--- config.mk ---
export PLATFORM = sky130hd
export DESIGN_NAME = tmd_decoder
export DESIGN_NICKNAME = d
export VERILOG_FILES = /design/src/verilog/tmd_pkg.sv /design/src/verilog/tmd_decoder.sv /design/src/verilog/tmd_sync.sv
export SDC_FILE = /design/constraint.sdc
export NUM_CORES = 1
export LEC_CHECK = 0
export BUFFER_PORTS_ARGS = -buffer_cell sky130_fd_sc_hd__buf_2
export CAP_MARGIN = 20
export CORE_ASPECT_RATIO = 0.5
export CORE_MARGIN = 5
export CORE_UTILIZATION = 51
export CTS_CLUSTER_DIAMETER = 50
export DETAILED_ROUTE_END_ITERATION = 8
export GPL_TIMING_DRIVEN = 1
export PLACE_DENSITY_LB_ADDON = 0.15
export RECOVER_POWER = 50
export SETUP_SLACK_MARGIN = 0.5
export SLEW_MARGIN = 5
export SYNTH_ARGS = -nofsm -noshare
export SYNTH_HDL_FRONTEND = slang
export SYNTH_HIERARCHICAL = 1
export SYNTH_SLANG_ARGS = --single-unit
--- constraint.sdc ---
create_clock -name ref_clk_i -period 2.8 [get_ports ref_clk_i]
set_input_delay 0.14 -clock ref_clk_i [delete_from_list [all_inputs] [get_ports ref_clk_i]]
set_output_delay 0.14 -clock ref_clk_i [all_outputs]
set_load 0.02 [all_outputs]
--- src/verilog/tmd_pkg.sv ---
// package for the crate trigger message decoder: frame layout, codes, timing counts
// assumes a 10 MHz core clock and 32-bit avalon-mm register access
package tmd_pkg;
	// frame format
	localparam int FRAME_BITS = 9; // bits in one serial frame
	localparam int NUM_BUFS = 4; // second-level buffers
	// timing
	localparam int CLK_PERIOD_NS = 100; // core clock period
	localparam int XING_NS = 132; // crossing period
	localparam int FILLED_NS = 396; // filled bunch spacing
	// first frame: bit8 start, bit2 accept, bits1:0 buffer
	localparam int F1_ACC_BIT = 2; // first-level accept bit
	localparam int BUF_LSB = 0; // buffer index field low bit
	// second frame: bit8 start, bits7:6 type, bits1:0 buffer
	localparam int TYPE_MSB = 7; // message type high bit
	localparam int TYPE_LSB = 6; // message type low bit
	localparam int L2_ACC_BIT = 2; // second-level accept bit
	localparam int CMD_MSB = 4; // control command high bit
	localparam int CMD_LSB = 3; // control command low bit
	localparam int RDO_MSB = 2; // readout type high bit
	localparam int RDO_LSB = 0; // readout type low bit
	localparam logic [1:0] TYPE_L2 = 2'h0; // second-level decision
	localparam logic [1:0] TYPE_CAL = 2'h1; // calibration enable
	localparam logic [1:0] TYPE_CTL = 2'h2; // control message
	localparam logic [1:0] CMD_HALT = 2'h1; // halt pipeline
	localparam logic [1:0] CMD_RESET = 2'h2; // reset pipeline
	localparam logic [1:0] CMD_START = 2'h3; // start pipeline
	// registers (word addresses on a byte bus)
	localparam logic [3:0] REG_CTRL = 4'h0; // control: bit0 fatal error set, bit1 error clear
	localparam logic [3:0] REG_STAT = 4'h4; // status
	localparam logic [3:0] REG_PULSE = 4'h8; // pulser enables
	localparam logic [3:0] REG_FULL = 4'hC; // bit0 readout storage full, bit1 front end busy
	localparam logic [31:0] BAD_READ = 32'hDEADBEEF; // unmapped read data
	// pulser enable width
	localparam int PULSE_W = 8; // pulser enable bits
	// decoded backplane strobes
	typedef struct packed {
		logic l1_acc; // first-level accept
		logic l1_rej; // first-level reject
		logic [1:0] l1_buf; // target buffer
		logic l2_acc; // second-level accept
		logic l2_rej; // second-level reject
		logic [1:0] l2_buf; // buffer of second-level decision
		logic cal; // calibration strobe
		logic halt; // halt pipeline
		logic prst; // pipeline reset
		logic start; // pipeline start
		logic [2:0] rdo_type; // readout type
		logic xing; // crossing marker
		logic orbit; // orbit marker
		logic gap; // abort gap crossing
	} tmd_bp_s;
	// status lines to the supervisor
	typedef struct packed {
		logic done; // front end ready
		logic err; // fatal error
		logic wait_l; // storage backed up
		logic rel; // buffer release
	} tmd_stat_s;
	// receive states, gray from idle through both frames; second frame back to idle flips both bits
	typedef enum logic [1:0] {
		ST_IDLE = 2'b00,
		ST_F1 = 2'b01,
		ST_F2 = 2'b11
	} tmd_rx_e;
endpackage

--- src/verilog/tmd_decoder.sv ---
// crate trigger message decoder: deserialises two 9-bit frames per crossing,
// drives backplane strobes and four status lines; avalon-mm register slave
// assumes serial line, crossing, orbit and gap are pins from other clocks
//
// Our own choices: the placing of the registers and register access over Avalon-MM.
`timescale 1ns/1ps
module tmd_decoder
	import tmd_pkg::*;
(
	input wire logic ref_clk_i, // 10 MHz clock
	input wire logic rst_b_i, // async reset, active low
	input wire logic ser_i, // serial frame line
	input wire logic xing_i, // crossing marker pin
	input wire logic orbit_i, // orbit marker pin
	input wire logic gap_i, // abort gap pin
	input wire logic [3:0] avs_address_i, // byte address
	input wire logic avs_read_i, // read request
	input wire logic avs_write_i, // write request
	input wire logic [31:0] avs_writedata_i, // write data
	output logic [31:0] avs_readdata_o, // read data
	output logic avs_waitrequest_o, // stall
	output tmd_pkg::tmd_bp_s bp_o, // backplane strobes
	output tmd_pkg::tmd_stat_s stat_o, // status lines
	output logic [tmd_pkg::PULSE_W-1:0] pulse_o // calibration pulser fire
);
	import tmd_pkg::*;
	logic ser_s; // synchronised serial line
	logic xing_s; // synchronised crossing
	logic orbit_s; // synchronised orbit
	logic gap_s; // synchronised gap
	// pin synchroniser
	tmd_sync #(.W(4)) u_sync (
		.ref_clk_i(ref_clk_i),
		.rst_b_i(rst_b_i),
		.d_i({ser_i, xing_i, orbit_i, gap_i}),
		.q_o({ser_s, xing_s, orbit_s, gap_s})
	);
	// receive state
	tmd_rx_e st_r, st_nxt; // receive state
	logic [8:0] sh_r, sh_nxt; // shift register
	logic [3:0] cnt_r, cnt_nxt; // bits received
	logic xing_d_r, xing_d_nxt; // delayed crossing for edge
	logic ser_d_r, ser_d_nxt; // delayed serial for start edge
	logic ph_r, ph_nxt; // second clock of a serial bit, skipped
	logic synced_r, synced_nxt; // pipeline aligned to orbit
	// outputs and status
	tmd_bp_s bp_r, bp_nxt; // backplane register
	tmd_stat_s st_o_r, st_o_nxt; // status register
	logic [PULSE_W-1:0] pul_r, pul_nxt; // pulser fire register
	logic [PULSE_W-1:0] pen_r, pen_nxt; // pulser enables
	logic [1:0] full_r, full_nxt; // storage full, front end busy
	logic ferr_r, ferr_nxt; // fatal error latch
	logic [NUM_BUFS-1:0] busy_r, busy_nxt; // buffers holding first-level data
	logic [31:0] rd_r, rd_nxt; // read data
	logic wr_r, wr_nxt; // waitrequest
	logic xing_rise; // crossing edge
	logic frame_end; // ninth bit seen
	logic [8:0] fr; // completed frame
	// receive and decode path
	always_comb begin
		st_nxt = st_r;
		sh_nxt = sh_r;
		cnt_nxt = cnt_r;
		xing_d_nxt = xing_s;
		ser_d_nxt = ser_s;
		ph_nxt = 1'b0;
		synced_nxt = synced_r;
		bp_nxt = bp_r;
		pul_nxt = '0;
		busy_nxt = busy_r;
		st_o_nxt = st_o_r;
		xing_rise = xing_s && !xing_d_r;
		frame_end = 1'b0;
		fr = {sh_r[7:0], ser_s};
		// one-cycle strobes fall back each clock
		bp_nxt.l1_acc = 1'b0;
		bp_nxt.l1_rej = 1'b0;
		bp_nxt.l2_acc = 1'b0;
		bp_nxt.l2_rej = 1'b0;
		bp_nxt.cal = 1'b0;
		bp_nxt.halt = 1'b0;
		bp_nxt.prst = 1'b0;
		bp_nxt.start = 1'b0;
		st_o_nxt.rel = 1'b0;
		// timing fan-out; gap means no collision this crossing
		bp_nxt.xing = xing_s;
		bp_nxt.orbit = orbit_s;
		bp_nxt.gap = gap_s;
		// resync on the orbit marker after reset
		if (!synced_r && orbit_s) begin
			synced_nxt = 1'b1;
		end
		// a crossing edge restarts frame reception once synced to the orbit
		if (xing_rise && synced_r) begin
			st_nxt = ST_F1;
			cnt_nxt = 4'h0;
		end else begin
			case (st_r)
				ST_IDLE: begin
					cnt_nxt = 4'h0;
				end
				ST_F1, ST_F2: begin
					// frame starts on a high start bit; each bit stands two clocks,
					// since the pin filter drops one-clock levels, so take every second
					if ((cnt_r == 4'h0 && ser_s && !ser_d_r) || (cnt_r != 4'h0 && !ph_r)) begin
						sh_nxt = fr;
						cnt_nxt = cnt_r + 4'h1;
						ph_nxt = 1'b1;
						if (cnt_r == 4'(FRAME_BITS - 1)) begin
							frame_end = 1'b1;
							cnt_nxt = 4'h0;
							st_nxt = (st_r == ST_F1) ? ST_F2 : ST_IDLE;
						end
					end
				end
				default: begin
					st_nxt = ST_IDLE;
				end
			endcase
		end
		// first frame: first-level verdict for the leaving crossing
		if (frame_end && st_r == ST_F1) begin
			bp_nxt.l1_buf = fr[BUF_LSB+1:BUF_LSB];
			if (fr[F1_ACC_BIT] && !gap_s) begin
				bp_nxt.l1_acc = 1'b1;
				busy_nxt[fr[BUF_LSB+1:BUF_LSB]] = 1'b1;
			end else begin
				bp_nxt.l1_rej = 1'b1;
			end
		end
		// second frame: type decode
		if (frame_end && st_r == ST_F2) begin
			case (fr[TYPE_MSB:TYPE_LSB])
				TYPE_L2: begin
					bp_nxt.l2_buf = fr[BUF_LSB+1:BUF_LSB];
					if (fr[L2_ACC_BIT]) begin
						bp_nxt.l2_acc = 1'b1;
						st_o_nxt.done = 1'b0;
						st_o_nxt.wait_l = full_r[0];
					end else begin
						bp_nxt.l2_rej = 1'b1;
						st_o_nxt.rel = 1'b1;
					end
					busy_nxt[fr[BUF_LSB+1:BUF_LSB]] = 1'b0;
				end
				TYPE_CAL: begin
					bp_nxt.cal = 1'b1;
					pul_nxt = pen_r;
				end
				TYPE_CTL: begin
					bp_nxt.rdo_type = fr[RDO_MSB:RDO_LSB];
					bp_nxt.halt = (fr[CMD_MSB:CMD_LSB] == CMD_HALT);
					bp_nxt.prst = (fr[CMD_MSB:CMD_LSB] == CMD_RESET);
					bp_nxt.start = (fr[CMD_MSB:CMD_LSB] == CMD_START);
					if (fr[CMD_MSB:CMD_LSB] == CMD_RESET) begin
						synced_nxt = 1'b0;
						busy_nxt = '0;
					end
				end
				default: begin
					// unknown code: strobes stay low, held fields kept
					bp_nxt.l2_buf = bp_r.l2_buf;
				end
			endcase
		end
		// done returns once the front end is free, wait clears with storage
		if (!st_o_r.done && !full_r[1] && !bp_nxt.l2_acc) begin
			st_o_nxt.done = 1'b1;
		end
		if (st_o_r.wait_l && !full_r[0]) begin
			st_o_nxt.wait_l = 1'b0;
		end
		st_o_nxt.err = ferr_r;
	end
	// bus slave: one wait state, answer on second cycle
	always_comb begin
		rd_nxt = rd_r;
		wr_nxt = 1'b1;
		pen_nxt = pen_r;
		full_nxt = full_r;
		ferr_nxt = ferr_r;
		// a request seen with waitrequest high is answered on the next edge
		if ((avs_read_i || avs_write_i) && wr_r) begin
			wr_nxt = 1'b0;
		end
		if (!wr_r) begin
			wr_nxt = 1'b1;
		end
		// a write lands only on the edge at which waitrequest is low
		if (avs_write_i && !wr_r) begin
			case (avs_address_i)
				REG_CTRL: begin
					// fatal error set wins over clear
					ferr_nxt = avs_writedata_i[0] | (ferr_r & ~avs_writedata_i[1]);
				end
				REG_PULSE: pen_nxt = avs_writedata_i[PULSE_W-1:0];
				REG_FULL: full_nxt = avs_writedata_i[1:0];
				default: begin
					ferr_nxt = ferr_r;
				end
			endcase
		end
		// read data is fetched one edge early so it stands with waitrequest low
		if (avs_read_i && wr_r) begin
			case (avs_address_i)
				REG_CTRL: rd_nxt = {31'h0, ferr_r};
				REG_STAT: rd_nxt = {21'h0, busy_r, synced_r, st_r, st_o_r};
				REG_PULSE: rd_nxt = {24'h0, pen_r};
				REG_FULL: rd_nxt = {30'h0, full_r};
				default: rd_nxt = BAD_READ;
			endcase
		end
	end
	// state registers
	always_ff @(posedge ref_clk_i or negedge rst_b_i) begin
		if (!rst_b_i) begin
			st_r <= ST_IDLE;
			sh_r <= 9'h000;
			cnt_r <= 4'h0;
			xing_d_r <= 1'b0;
			ser_d_r <= 1'b0;
			ph_r <= 1'b0;
			synced_r <= 1'b0;
			bp_r <= '0;
			st_o_r <= 4'h8; // done high, rest idle
			pul_r <= '0;
			pen_r <= '0;
			full_r <= 2'h0;
			ferr_r <= 1'b0;
			busy_r <= '0;
			rd_r <= 32'h00000000;
			wr_r <= 1'b1;
		end else begin
			st_r <= st_nxt;
			sh_r <= sh_nxt;
			cnt_r <= cnt_nxt;
			xing_d_r <= xing_d_nxt;
			ser_d_r <= ser_d_nxt;
			ph_r <= ph_nxt;
			synced_r <= synced_nxt;
			bp_r <= bp_nxt;
			st_o_r <= st_o_nxt;
			pul_r <= pul_nxt;
			pen_r <= pen_nxt;
			full_r <= full_nxt;
			ferr_r <= ferr_nxt;
			busy_r <= busy_nxt;
			rd_r <= rd_nxt;
			wr_r <= wr_nxt;
		end
	end
	assign bp_o = bp_r;
	assign stat_o = st_o_r;
	assign pulse_o = pul_r;
	assign avs_readdata_o = rd_r;
	assign avs_waitrequest_o = wr_r;
endmodule

--- src/verilog/tmd_sync.sv ---
// three-stage synchroniser with second/third agreement filter
// assumes inputs are asynchronous to ref_clk_i
`timescale 1ns/1ps
module tmd_sync #(
	parameter int W = 1 // number of lines
) (
	input wire logic ref_clk_i, // core clock
	input wire logic rst_b_i, // async reset, active low
	input wire logic [W-1:0] d_i, // raw pins
	output logic [W-1:0] q_o // filtered level
);
	logic [W-1:0] s1_r; // first stage, read only by s2
	logic [W-1:0] s2_r; // second stage
	logic [W-1:0] s3_r; // third stage
	logic [W-1:0] q_r; // accepted level
	logic [W-1:0] q_nxt; // next accepted level
	// one filter per line
	genvar g;
	for (g = 0; g < W; g++) begin : g_line
		always_comb begin
			q_nxt[g] = (s2_r[g] == s3_r[g]) ? s2_r[g] : q_r[g];
		end
	end
	// register chain
	always_ff @(posedge ref_clk_i or negedge rst_b_i) begin
		if (!rst_b_i) begin
			s1_r <= '0;
			s2_r <= '0;
			s3_r <= '0;
			q_r <= '0;
		end else begin
			s1_r <= d_i;
			s2_r <= s1_r;
			s3_r <= s2_r;
			q_r <= q_nxt;
		end
	end
	assign q_o = q_r;
endmodule

==> run metrics <==
I/O pin count 107; Post-synth EDFFs 0; reg2reg path depth 6; post-synth top area share 0.600; Hold Violations, Final 0; max_cap viols 0; Vert. Die Dim 69.7 um; Slew HR 0.127; Clock Sinks 89; slowest cell on the critical path dfrtp_1; power after layout 3.64 mW; clk slew on worst S/H paths 0.06 ns; worst-path cell chain inv_1, ha_1, nor3b_2, mux2i_2, and3_4, mux2_2; share of layout cells above drive strength 1 0.333; status completed; DRC 0; worst slew pin tran 1.31 ns; Worst R2R Start cnt_r[0]; pwr/cell area 834 nW/um^2; Cell Rows 21; Die Width 129 um; first-pass GRT wire length 11.6 mm; initial antenna violation count 0; detailed placer's ending HPWL 4.89 mm; clk_skew 0.00654 ns; Top FF cell, synth dfrtp_1; largest net degree at the start of global routing 90; # nets final 401; Synth Register Bits 89; CTS H-tree lvls 3; hold worst-path end pen_r[5]; maximum clock rate 0.479 GHz; Synth area leader dfrtp_1; flip-flop and latch area 2230 um^2; Crit Path Category reg -> reg; Worst Path Required 3.02 ns; crit end category flop; cell count of the worst hold path 2; TritonRoute pass-1 iters 4; Die Area 9010 um^2; most frequent cells after synthesis dfrtp_1 (87), buf_4 (23), nand2_1 (23); worst skew pair latency 0.33 ns; Slew Viols, Final 0; final worst path period share 0.746; via count 2366; multi-input logic area 1180 um^2; Initial DRC Count 157; post-synth cell types 44; RR Endpoint sh_r[6]; Port Buffers 76; Max VDD drop 522 uV; root buf cell clkbuf_16; WL per Instance 15.2 um; Reg2Reg Setup Slack 0.71 ns; CTS buffer count 9; CTS tree done; clock buffer depth 2; Finish-stage setup viols 0; worst endpoint data arrival time 2.30 ns; Synth warnings 6; Area contributors post-synth dfrtp_1 (60%), mux2_2 (5.9%), buf_4 (4.8%), o21ai_0 (2.5%), nand2_1 (2.4%); crit-path max FO 11; ys async rst share 1.00; slowest stage delay, CP 0.42 ns; P_leak 2.12 nW; total gr overflow 0; sequential share of the synthesized area 0.614; core footprint 6810 um^2; routability cong. 0.809; Routed Wire Length 6.88 mm; RSZ-0062 raised after global routing no; Mapped Cells 285; number of nets with antenna violations after routing 0; Area Growth Syn to Fin 20.2%; Hold Path Origin avs_writedata_i[5]; Total GRT Usage 0.163; worst min-delay path class in -> reg; Vias/cell 5.23; vias in the first global route 2435; crit path launch type flop; Mean Syn Cell Area 12.7 um^2; min cycle time layout 2.09 ns; post-synthesis instance area 3630 um^2; top-count cell post-synth dfrtp_1; setup tns final 0 ns; Fill cells 518; n_diodes 0; Initial Util 0.534
cell families after synthesis:
kind of cell               share of synthesized area
other                                        0.00103
and+or+nand+nor                                0.140
xor gates and xnor gates                     0.00241
buffers and inverters                         0.0672
adders and majority gates                     0.0193
AOI/OAI and AO/OA                             0.0831
muxes                                         0.0734
DFF                                            0.614
per-stage QoR:
step | area, um^2 | hold WS (ns) | setup slack, ns | cells | utilization
after floorplan | 3650 | -0.156 | 0.772 | 290 | -
after global placement | 3940 | 0.248 | 0.505 | 427 | 0.579
after detailed placement | 3940 | 0.250 | 0.391 | 427 | 0.579
after CTS | 4330 | 0.0235 | 0.511 | 449 | 0.636
after global routing | 4360 | 0.0291 | 0.616 | 452 | 0.641
final | 4360 | 0.0342 | 0.712 | 452 | 0.641
layer usage:
metal  vias up  share of wire  track usage
met4         0          0.013       0.0570
met2        65           0.48        0.268
met5         -              0            0
li1       1106              -            -
met3         9          0.072       0.0531
met1      1186           0.43        0.201
timing repair:
action                     CTS  global route
resized for setup            1             2
buffers inserted             0             1
hold endpoints to repair     5            23
hold buffers                 6             1
setup endpoints to repair    5             6
area by class of cell:
type                    instances  area share
clock buffers                  10      0.0548
clock inverters                 6      0.0206
inverters                       9     0.00774
multi-input cells             161       0.270
flip-flops and latches         89       0.511
well taps                      92      0.0264
repair buffers                 85       0.109
worst max-delay path, delay by kind of cell, from the launching register on:
family / cells / cell delay (ns)
adders and majority gates: 1 / 0.23
buffers and inverters: 1 / 0.09
DFF: 1 / 0.42
muxes: 2 / 0.65
and+or+nand+nor: 2 / 0.57
flip-flops by register name, summed over array words and instances, names as in the netlist, 7 cells and up:
name / flops
avs_readdata_o: 12
pulse_o: 8
sh_r: 7
pen_r: 8
bp_o: 18
how the worst max path moves through the flow:
stage               startpoint  endpoint  slack, ns  cells past startpoint
finish                cnt_r[0]   sh_r[6]       0.71                      6
global route          cnt_r[0]   sh_r[4]       0.62                      6
CTS                   cnt_r[0]   sh_r[3]       0.51                      6
detailed placement    cnt_r[0]   sh_r[3]       0.39                      6
global placement      cnt_r[0]   sh_r[2]       0.51                      6
floorplan             cnt_r[0]   sh_r[2]       0.77                      7
power breakdown:
part	internal (mW)	total (mW)	switching (mW)	leakage (nW)
combinational	0.331	0.725	0.394	0.837
clock	0.808	1.28	0.473	0.159
sequential	1.46	1.63	0.169	1.12
total	2.60	3.64	1.04	2.12
cell usage in the layout (no fill, tap or decap), types with 4 or more instances in the layout:
master	instances
mux2_2	19
inv_1	9
a32o_1	4
o31ai_1	4
nand2_1	23
conb_1	6
clkbuf_1	8
a221oi_1	6
clkbuf_16	9
buf_2	68
o21ai_0	18
nand3_1	4
dlygate4sd3_1	7
a21oi_1	8
dfrtp_1	87
and2_1	10
nor2_1	10
maj3_1	4
Note: power is estimated with default switching activity, not from simulation.
